--- src/llm_cfg.svh ---
// Constants for the light-load mode controller: offsets, fields, resets, timing counts
`ifndef LLM_CFG_SVH
`define LLM_CFG_SVH

// ****************************************************************************
// Register offsets (byte address, word index = address / 4)
// ****************************************************************************
`define LLM_REG_CTRL         8'h00
`define LLM_REG_STATUS       8'h04
`define LLM_REG_CAL_LEVEL    8'h08
`define LLM_REG_ON_TIME      8'h0C

// ****************************************************************************
// Control fields
// ****************************************************************************
`define LLM_CTRL_DIGITAL_BIT 0
`define LLM_CTRL_LLSEL_BIT   1
`define LLM_CTRL_RESET       8'h00

// ****************************************************************************
// Status fields
// ****************************************************************************
`define LLM_ST_LIGHT_BIT     0
`define LLM_ST_CAL_BIT       1
`define LLM_ST_TRACK_BIT     2
`define LLM_ST_BLOCK_BIT     3
`define LLM_ST_PHASE_LSB     4

// ****************************************************************************
// Counts and timing
// ****************************************************************************
`define LLM_ENTRY_COUNT      4'h8
`define LLM_EXIT_COUNT       2'h3
`define LLM_ON_TIME_RESET    8'h05
`define LLM_CAL_DELAY_NS     1000
`define LLM_CLK_PERIOD_NS    100
`define LLM_CAL_DELAY_CYC    ((`LLM_CAL_DELAY_NS + `LLM_CLK_PERIOD_NS - 1) / `LLM_CLK_PERIOD_NS)

`endif

--- src/llm_pkg.sv ---
// Types shared by the light-load mode controller
`default_nettype none
package llm_pkg;
  typedef enum logic [1:0] {
    LLM_PWM      = 2'b00,
    LLM_PULSE    = 2'b01,
    LLM_EMULATE  = 2'b10,
    LLM_IDLE     = 2'b11
  } llm_phase_e;

  typedef enum logic [1:0] {
    LLM_CAL_WAIT   = 2'b00,
    LLM_CAL_SETTLE = 2'b01,
    LLM_CAL_HOLD   = 2'b10
  } llm_cal_e;
endpackage : llm_pkg
`default_nettype wire

--- src/llm_cal.sv ---
// Calibration: samples and holds the error-amplifier level after a reference ramp
`include "llm_cfg.svh"
`default_nettype none
module llm_cal
  import llm_pkg::*;
#(
  parameter int LEVEL_W = 8
) (
  input  wire logic               ref_clk,
  input  wire logic               rst,
  input  wire logic               ramp_busy,
  input  wire logic [LEVEL_W-1:0] amp_level,
  output logic                    cal_done,
  output logic      [LEVEL_W-1:0] cal_level
);
  localparam logic [3:0] SETTLE = 4'(`LLM_CAL_DELAY_CYC);

  llm_cal_e   state;
  llm_cal_e   next_state;
  logic [3:0] settle_cnt;

  // ****************************************************************************
  // Sequencer
  // ****************************************************************************
  always_comb begin
    next_state = state;
    unique case (state)
      LLM_CAL_WAIT:   if (!ramp_busy) next_state = LLM_CAL_SETTLE;
      LLM_CAL_SETTLE: if (ramp_busy) next_state = LLM_CAL_WAIT;
                      else if (settle_cnt == SETTLE) next_state = LLM_CAL_HOLD;
      LLM_CAL_HOLD:   if (ramp_busy) next_state = LLM_CAL_WAIT;
      default:        next_state = LLM_CAL_WAIT;
    endcase
  end

  always_ff @(posedge ref_clk or posedge rst) begin
    if (rst) begin
      state      <= LLM_CAL_WAIT;
      settle_cnt <= 4'h0;
      cal_level  <= '0;
    end else begin
      state      <= next_state;
      settle_cnt <= (state == LLM_CAL_SETTLE) ? settle_cnt + 4'h1 : 4'h0;
      // Sample taken once, shortly after the ramp ends
      if (state == LLM_CAL_SETTLE && next_state == LLM_CAL_HOLD) begin
        cal_level <= amp_level;
      end
    end
  end

  // A new ramp invalidates the held level at once
  assign cal_done = (state == LLM_CAL_HOLD) && !ramp_busy;

  chk_cal_after_settle:
    assert property (@(posedge ref_clk) disable iff (rst)
      $rose(cal_done) |-> $past(state) == LLM_CAL_SETTLE)
    else $error("calibration held without settle");
endmodule : llm_cal
`default_nettype wire

--- src/llm_ctrl.sv ---
// Light-load mode controller of a synchronous buck regulator
//
// Chosen here: the register offsets and the strobed register port.
`include "llm_cfg.svh"
`default_nettype none

// Notes on behaviour
// - Analog mode allows light load only while the enable pin is above 4V.
// - Digital mode allows light load per the light-load select command bit.
// - After the reference ramp, sample the amplifier level, store it, output it.
// - No light-load entry until calibration has stored the amplifier level.
// - Enter light load after zero crossings in 8 consecutive switching cycles.
// - In light load, fixed-width high pulse, then low side on to zero current.
// - After zero current both drivers off until output falls to reference.
// - Return to pulse-width operation when output falls to 95% of reference.
// - Return when output stays below reference through 3 consecutive zero crossings.
// - Output at reference with current still positive defers the pulse to zero.
// - Tracking mode disables light load; continuous conduction only.
// - A new commanded voltage blocks light load until ramp ends and recalibration.
// - Track-select pin low selects tracking; pulled to 1.8V rail selects non-tracking.
module llm_ctrl
  import llm_pkg::*;
#(
  parameter int LEVEL_W = 8,
  parameter int ENTRY_N = 8,
  parameter int EXIT_N  = 3
) (
  input  wire logic               ref_clk,
  input  wire logic               rst,
  // Register port
  input  wire logic [7:0]         reg_addr,
  input  wire logic [31:0]        reg_wdata,
  input  wire logic               reg_wr,
  input  wire logic               reg_rd,
  output logic      [31:0]        reg_rdata,
  // Pin-level and comparator inputs
  input  wire logic               enable_and_light_load_pin,
  input  wire logic               track_select_pin,
  input  wire logic               pwm_cycle_start,
  input  wire logic               pwm_high_req,
  input  wire logic               current_zero,
  input  wire logic               below_reference,
  input  wire logic               below_95pct,
  input  wire logic               reference_ramp_busy,
  input  wire logic [LEVEL_W-1:0] amp_level,
  // Outputs
  output logic                    high_side_gate_drive,
  output logic                    low_side_gate_drive,
  output logic                    adaptive_light_load_mode,
  output logic      [LEVEL_W-1:0] cal_level_out
);
  // ****************************************************************************
  // Synchronised pin and comparator inputs
  // ****************************************************************************
  logic [7:0] raw_in;
  logic [7:0] syn_in;
  logic       en_ll_pin;
  logic       track_pin;
  logic       cyc_start;
  logic       pwm_high;
  logic       izero;
  logic       below_ref;
  logic       below_95;
  logic       ramp_busy;

  assign raw_in = {enable_and_light_load_pin, track_select_pin, pwm_cycle_start,
                   pwm_high_req, current_zero, below_reference, below_95pct,
                   reference_ramp_busy};

  llm_sync #(.WIDTH(8)) u_sync (
    .ref_clk  (ref_clk),
    .rst      (rst),
    .async_in (raw_in),
    .sync_out (syn_in)
  );

  assign en_ll_pin = syn_in[7];
  assign track_pin = syn_in[6];
  assign cyc_start = syn_in[5];
  assign pwm_high  = syn_in[4];
  assign izero     = syn_in[3];
  assign below_ref = syn_in[2];
  assign below_95  = syn_in[1];
  assign ramp_busy = syn_in[0];

  // ****************************************************************************
  // Edge detection on synchronised signals
  // ****************************************************************************
  logic cyc_start_d;
  logic izero_d;
  logic cyc_edge;
  logic zero_edge;

  always_ff @(posedge ref_clk or posedge rst) begin
    if (rst) begin
      cyc_start_d <= 1'b0;
      izero_d     <= 1'b0;
    end else begin
      cyc_start_d <= cyc_start;
      izero_d     <= izero;
    end
  end

  assign cyc_edge  = cyc_start && !cyc_start_d;
  assign zero_edge = izero && !izero_d;

  // ****************************************************************************
  // Calibration
  // ****************************************************************************
  logic cal_done;

  llm_cal #(.LEVEL_W(LEVEL_W)) u_cal (
    .ref_clk   (ref_clk),
    .rst       (rst),
    .ramp_busy (ramp_busy),
    .amp_level (amp_level),
    .cal_done  (cal_done),
    .cal_level (cal_level_out)
  );

  // ****************************************************************************
  // Registers
  // ****************************************************************************
  logic [7:0] ctrl;
  logic [7:0] on_time;
  logic       digital_mode;
  logic       light_load_select_command;
  logic       wr_ctrl;
  logic       wr_on_time;

  assign wr_ctrl    = reg_wr && (reg_addr == `LLM_REG_CTRL);
  assign wr_on_time = reg_wr && (reg_addr == `LLM_REG_ON_TIME);

  always_ff @(posedge ref_clk or posedge rst) begin
    if (rst) begin
      ctrl    <= `LLM_CTRL_RESET;
      on_time <= `LLM_ON_TIME_RESET;
    end else begin
      if (wr_ctrl) begin
        ctrl <= reg_wdata[7:0];
      end
      if (wr_on_time) begin
        on_time <= reg_wdata[7:0];
      end
    end
  end

  assign digital_mode              = ctrl[`LLM_CTRL_DIGITAL_BIT];
  assign light_load_select_command = ctrl[`LLM_CTRL_LLSEL_BIT];

  // ****************************************************************************
  // Permission for light load
  // ****************************************************************************
  logic tracking;
  logic ll_requested;
  logic ll_allowed;

  // Pin low means tied to local ground
  assign tracking     = !track_pin;
  // Pin comparator reports the 4V threshold as a logic level
  assign ll_requested = digital_mode ? light_load_select_command : en_ll_pin;
  // Ramp blocks in both modes; calibration drops with every ramp
  assign ll_allowed   = ll_requested && !tracking && cal_done && !ramp_busy;

  // ****************************************************************************
  // Zero-crossing counters
  // ****************************************************************************
  llm_phase_e phase;
  llm_phase_e next_phase;
  logic [3:0] entry_cnt;
  logic [1:0] exit_cnt;
  logic       seen_zero;
  logic       enter_ll;
  logic       exit_ll;

  localparam logic [3:0] ENTRY_LIM = 4'(ENTRY_N);
  localparam logic [1:0] EXIT_LIM  = 2'(EXIT_N);

  assign enter_ll = (phase == LLM_PWM) && ll_allowed && (entry_cnt == ENTRY_LIM);
  // Exit on sag, on repeated low crossings, or once permission is withdrawn
  assign exit_ll  = (phase != LLM_PWM) &&
                    (below_95 || (exit_cnt == EXIT_LIM) || !ll_allowed);

  always_ff @(posedge ref_clk or posedge rst) begin
    if (rst) begin
      entry_cnt <= 4'h0;
      seen_zero <= 1'b0;
    end else if (phase != LLM_PWM || exit_ll) begin
      entry_cnt <= 4'h0;
      seen_zero <= 1'b0;
    end else if (cyc_edge) begin
      // Cycle closes: count if it saw a crossing, else restart
      if (seen_zero || zero_edge) begin
        entry_cnt <= (entry_cnt == ENTRY_LIM) ? entry_cnt : entry_cnt + 4'h1;
      end else begin
        entry_cnt <= 4'h0;
      end
      seen_zero <= 1'b0;
    end else if (zero_edge) begin
      seen_zero <= 1'b1;
    end
  end

  always_ff @(posedge ref_clk or posedge rst) begin
    if (rst) begin
      exit_cnt <= 2'h0;
    end else if (phase == LLM_PWM) begin
      exit_cnt <= 2'h0;
    end else if (zero_edge) begin
      if (below_ref) begin
        exit_cnt <= (exit_cnt == EXIT_LIM) ? exit_cnt : exit_cnt + 2'h1;
      end else begin
        exit_cnt <= 2'h0;
      end
    end
  end

  // ****************************************************************************
  // Drive sequencer
  // ****************************************************************************
  logic [7:0] pulse_cnt;
  logic       pulse_end;

  assign pulse_end = (pulse_cnt >= on_time);

  always_comb begin
    next_phase = phase;
    unique case (phase)
      LLM_PWM:     if (enter_ll) next_phase = LLM_IDLE;
      LLM_PULSE:   if (exit_ll) next_phase = LLM_PWM;
                   else if (pulse_end) next_phase = LLM_EMULATE;
      LLM_EMULATE: if (exit_ll) next_phase = LLM_PWM;
                   // Edge, not level: the synced level is stale right after a short pulse
                   else if (zero_edge) next_phase = LLM_IDLE;
      LLM_IDLE:    if (exit_ll) next_phase = LLM_PWM;
                   // New pulse only once output sags and current is zero
                   else if (below_ref && izero) next_phase = LLM_PULSE;
    endcase
  end

  always_ff @(posedge ref_clk or posedge rst) begin
    if (rst) begin
      phase     <= LLM_PWM;
      pulse_cnt <= 8'h00;
    end else begin
      phase     <= next_phase;
      pulse_cnt <= (next_phase == LLM_PULSE) ? pulse_cnt + 8'h01 : 8'h00;
    end
  end

  // Drivers registered; continuous conduction mirrors the modulator
  always_ff @(posedge ref_clk or posedge rst) begin
    if (rst) begin
      high_side_gate_drive     <= 1'b0;
      low_side_gate_drive      <= 1'b0;
      adaptive_light_load_mode <= 1'b0;
    end else begin
      high_side_gate_drive     <= (next_phase == LLM_PWM) ? pwm_high
                                                          : (next_phase == LLM_PULSE);
      low_side_gate_drive      <= (next_phase == LLM_PWM) ? !pwm_high
                                                          : (next_phase == LLM_EMULATE);
      adaptive_light_load_mode <= (next_phase != LLM_PWM);
    end
  end

  // ****************************************************************************
  // Read path
  // ****************************************************************************
  logic [31:0] next_rdata;
  logic [7:0]  status;

  assign status = {2'b00, phase, !ll_allowed, tracking, cal_done, phase != LLM_PWM};
  assign next_rdata =
    (reg_addr == `LLM_REG_CTRL)      ? {24'h000000, ctrl} :
    (reg_addr == `LLM_REG_STATUS)    ? {24'h000000, status} :
    (reg_addr == `LLM_REG_CAL_LEVEL) ? 32'(cal_level_out) :
    (reg_addr == `LLM_REG_ON_TIME)   ? {24'h000000, on_time} : 32'h00000000;

  always_ff @(posedge ref_clk or posedge rst) begin
    if (rst) begin
      reg_rdata <= 32'h00000000;
    end else begin
      reg_rdata <= reg_rd ? next_rdata : 32'h00000000;
    end
  end

  // ****************************************************************************
  // Checks
  // ****************************************************************************
  chk_entry_needs_cal:
    assert property (@(posedge ref_clk) disable iff (rst)
      (phase == LLM_PWM && next_phase != LLM_PWM) |-> cal_done && entry_cnt == ENTRY_LIM)
    else $error("light load entered without calibration or eight crossings");

  chk_track_blocks_ll:
    assert property (@(posedge ref_clk) disable iff (rst)
      tracking |=> phase == LLM_PWM)
    else $error("light load active during tracking");

  chk_sag_exits:
    assert property (@(posedge ref_clk) disable iff (rst)
      (phase != LLM_PWM && below_95) |=> phase == LLM_PWM)
    else $error("no return on 95 percent sag");

  chk_exit_count:
    assert property (@(posedge ref_clk) disable iff (rst)
      (phase != LLM_PWM && exit_cnt == EXIT_LIM) |=> phase == LLM_PWM)
    else $error("no return after three low crossings");

  chk_pulse_deferred:
    assert property (@(posedge ref_clk) disable iff (rst)
      (phase == LLM_IDLE && !izero) |=> phase != LLM_PULSE)
    else $error("pulse started with current flowing");

  chk_idle_drivers_off:
    assert property (@(posedge ref_clk) disable iff (rst)
      (phase == LLM_IDLE && next_phase == LLM_IDLE) |=> !high_side_gate_drive && !low_side_gate_drive)
    else $error("driver on while idle");

  chk_zero_clear_exit:
    assert property (@(posedge ref_clk) disable iff (rst)
      (phase != LLM_PWM && zero_edge && !below_ref) |=> exit_cnt == 2'h0)
    else $error("exit counter not cleared");

  chk_no_ramp_ll:
    assert property (@(posedge ref_clk) disable iff (rst)
      ramp_busy |=> phase == LLM_PWM)
    else $error("light load during reference ramp");

  chk_emulate_holds_low:
    assert property (@(posedge ref_clk) disable iff (rst)
      (phase == LLM_EMULATE && !zero_edge && !exit_ll) |=> low_side_gate_drive && !high_side_gate_drive)
    else $error("low side released before zero current");

  chk_entry_cnt_clear:
    assert property (@(posedge ref_clk) disable iff (rst)
      (phase == LLM_PWM && cyc_edge && !seen_zero && !zero_edge) |=> entry_cnt == 4'h0)
    else $error("entry counter kept after a cycle without crossing");

  chk_ll_needs_permit:
    assert property (@(posedge ref_clk) disable iff (rst)
      (phase == LLM_PWM && !ll_requested) |=> phase == LLM_PWM)
    else $error("light load entered without pin or command permit");
endmodule : llm_ctrl
`default_nettype wire

--- src/llm_sync.sv ---
// Two-flop synchroniser for pin-level inputs
`default_nettype none
module llm_sync
  import llm_pkg::*;
#(
  parameter int WIDTH = 1
) (
  input  wire logic             ref_clk,
  input  wire logic             rst,
  input  wire logic [WIDTH-1:0] async_in,
  output logic      [WIDTH-1:0] sync_out
);
  logic [WIDTH-1:0] stage1;

  always_ff @(posedge ref_clk or posedge rst) begin
    if (rst) begin
      stage1   <= '0;
      sync_out <= '0;
    end else begin
      stage1   <= async_in;
      sync_out <= stage1;
    end
  end
endmodule : llm_sync
`default_nettype wire

--- config.mk ---
export PLATFORM = sky130hd
export DESIGN_NAME = llm_ctrl
export DESIGN_NICKNAME = d
export VERILOG_FILES = /design/src/llm_pkg.sv /design/src/llm_cal.sv /design/src/llm_ctrl.sv /design/src/llm_sync.sv
export VERILOG_INCLUDE_DIRS = /design/src
export SDC_FILE = /design/constraint.sdc
export NUM_CORES = 1
export LEC_CHECK = 0
export BUFFER_PORTS_ARGS = -buffer_cell sky130_fd_sc_hd__buf_2
export CORE_ASPECT_RATIO = 1.4
export CORE_MARGIN = 2
export CORE_UTILIZATION = 50
export DETAILED_ROUTE_END_ITERATION = 10
export PLACE_DENSITY = 0.74
export SYNTH_ARGS = -nofsm -noshare
export SYNTH_HDL_FRONTEND = slang
export SYNTH_SLANG_ARGS = --single-unit
--- constraint.sdc ---
create_clock -name ref_clk -period 3.53 [get_ports ref_clk]
set_clock_uncertainty 0.05 [all_clocks]
set_input_delay 0.706 -clock ref_clk [delete_from_list [all_inputs] [get_ports ref_clk]]
set_output_delay 0.706 -clock ref_clk [all_outputs]
set_load 0.02 [all_outputs]
==> impl_metrics.ini <==
[placed_design]
place.gp.congestion = 0.769
io_buffers = 54
pre_cts_ws_ns = 1.12
dp_hpwl_um = 4870

[cts]
cts_resized = 0
clk_latency_ns = 0.35
path_clk_slew_ns = 0.07
htreeDepth = 3
cts.root.buffer_cell = clkbuf_8
cts_hold_buf = 0
numCtsBuffers = 9
cts.path.max_buffers = 2
cts_tree = yes
cts_setup_buffers = 0
clock_sinks = 76

[synth]
synthXorXnorAreaFrac_pct = 2.02
ys_seq_area_share_pct = 54.8
synthAdderAreaFrac_pct = 5.04
syn_area_um2 = 3470
postSynthAreaPerCell_um2 = 11.9
synth_top_family_by_area = simple AND/OR/NAND/NOR gates
synth_edf_count = 0
ys_dominant_reg_cell = dfrtp_1
async_flop_share_pct = 100
ys_seq_elements = 76
ys_types = 46
synth-warning-count = 0
synth-simple-area-share_pct = 12.6
synth_cells = 292
synth_compound_area_share_pct = 6.23
muxShareOfSynthArea_pct = 11.7

[critical_path]
cp_max_fo = 4
critPathArrivalTime_ns = 2.58
end_kind = flip-flop
criticalPathCategory = flip-flop to flip-flop
cp-start-kind = flip-flop
critical_path_required_ns = 3.71

[cells_and_area]
final_nets = 427
layout_common_cells = 74 x dfrtp_1, 54 x buf_2, 29 x nor2_1
drive_above_1_share_pct = 29.9
area_delta_synth_final_pct = 16.1
n_antenna_cell = 0
final_common_cell = dfrtp_1

[global_routing]
gr-usage-all-layers_pct = 18.9
grt_pass1_wl_um = 10700
antenna_found_initial = 0
overflow = 0
grt_max_degree = 40
grt_pass1_vias = 2379

[die]
core_um2 = 6660
die_height_um = 103
num_rows = 35
ios = 103
start_util_pct = 52.2
dieArea_um2 = 7640
die_w_um = 74.4

[timing]
timing.final.crit_share_pct = 67.9
slew_violations = 0
finalCriticalPeriod_ns = 2.40
rsz0062_at_grt = false
tns_ns = 0
max-slew-margin-rel_pct = 46.4
fin_ws_ns = 1.13
max_freq_ghz = 0.417
finalHoldViolCount = 0
tightest_slew_ns = 0.797
setup_viol = 0

[power]
vdd_ir_drop_max_v = 0.000295
power_density_nw_per_um2 = 485
p_leak_nw = 1.99

[route]
viasPerCell = 5.11
vias = 2301
initialDrtViolationCount = 133
first_pass_iters = 4
drc = 0
ant_nets = 0
wl_um = 6440
wl_per_cell_um = 14.3

[hold_path]
hold_path_class = flip-flop to flip-flop

[run_status]
status = finished, final reports clean

[flow_run]
maxCapViolations = 0
==> report_power, final <==
part           total [mW]  leakage [nW]  switching [mW]  internal (mW)
Sequential          0.935         0.978          0.0264          0.909
Clock               0.851         0.127           0.309          0.542
Combinational       0.168         0.888           0.104         0.0641
Total                1.95          1.99           0.440           1.52
==> synth_stat cells (all sizes together) (2+ instances only) <==
library cell | number | area [um2]
nand2 | 12 | 45.0
mux4 | 2 | 45.0
mux2 | 25 | 282
dfrtp | 74 | 1850
ha | 14 | 175
nand2b | 2 | 12.5
o21ai | 8 | 40.0
and3 | 5 | 32.5
nor2b | 4 | 25.0
xor2 | 6 | 52.6
a221oi | 4 | 35.0
a211oi | 3 | 27.5
a21oi | 6 | 30.0
or3 | 2 | 12.5
mux2i | 8 | 80.1
nand3 | 8 | 45.0
buf | 25 | 184
a31oi | 4 | 25.0
nand3b | 2 | 15.0
nor3 | 5 | 36.3
inv | 17 | 63.8
clkbuf | 3 | 11.3
nor3b | 4 | 30.0
nor2 | 29 | 109
dfstp | 2 | 52.6
xnor2 | 2 | 17.5
nor4 | 2 | 12.5
==> through the flow <==
step / hold slack [ns] / power (mW) / utilization [%] / area (um2) / std cells
floorplan: 0.281 / 1.08 / - / 3560 / 315
global placement: 0.282 / 1.11 / 56.6 / 3770 / 434
detailed placement: 0.286 / 1.12 / 56.6 / 3770 / 434
CTS: 0.302 / 1.97 / 60.6 / 4030 / 450
global route: 0.309 / 2.03 / 60.6 / 4030 / 450
finish: 0.299 / 1.95 / 60.6 / 4030 / 450
==> routing by layer <==
| metal | share of wire [%] | track usage (%) | up-vias | wire length (um) |
|---|---|---|---|---|
| met4 | 2.8 | 9.89 | 0 | 179 |
| met5 | 0 | 0 | - | 0 |
| li1 | - | - | 1084 | - |
| met1 | 38 | 20.6 | 1138 | 2470 |
| met2 | 54 | 33.4 | 65 | 3500 |
| met3 | 4.5 | 4.50 | 14 | 290 |
==> layout make-up <==
| cell class | instances | area [um2] |
|---|---|---|
| timing repair buffer | 55 | 290 |
| tap | 92 | 115 |
| clock inverter | 6 | 136 |
| clock buffer | 10 | 128 |
| multi-input combinational | 194 | 1400 |
| sequential | 76 | 1900 |
| fill | 554 | 2620 |
| inverter | 17 | 63.8 |
==> logic make-up after synthesis <==
group           Yosys count
compound gates           32
xor+xnor                  8
fa+ha+maj                14
buf+inv                  45
flops                    76
mux                      35
other cells               1
simple gates             81
==> critical path: stages (launching register included) <==
cell	delay (ns)
dfstp_2	0.54
inv_1	0.04
ha_1	0.20
nor4_1	0.24
o21ai_0	0.18
a311oi_1	0.66
nor3_1	0.11
o211a_1	0.25
==> state kept, by name, summed over array words and instances, names as in the netlist, 2 cells and up <==
name and count:
ctrl 8, entry_cnt 4, exit_cnt 2, on_time 8
phase 2, pulse_cnt 8, reg_rdata 8, u_cal.cal_level 8
u_cal.settle_cnt 4, u_cal.state 2, u_sync.stage1 8, u_sync.sync_out 8
==> worst paths after layout <==
path | slack (ns) | endpoint | startpoint | cells after the start
setup / recovery | 1.13 | low_side_gate_drive | on_time[2] | 7
hold / removal | 0.30 | u_sync.sync_out[2] | u_sync.stage1[2] | 0
setup reg to reg | 1.13 | low_side_gate_drive | on_time[2] | 7
hold reg to reg | 0.30 | u_sync.sync_out[2] | u_sync.stage1[2] | 0
max in group asynchronous | 2.30 | pulse_cnt[1] | rst | 3
min in group asynchronous | 0.46 | ctrl[3] | rst | 2
(Power assumes the default switching activity.)
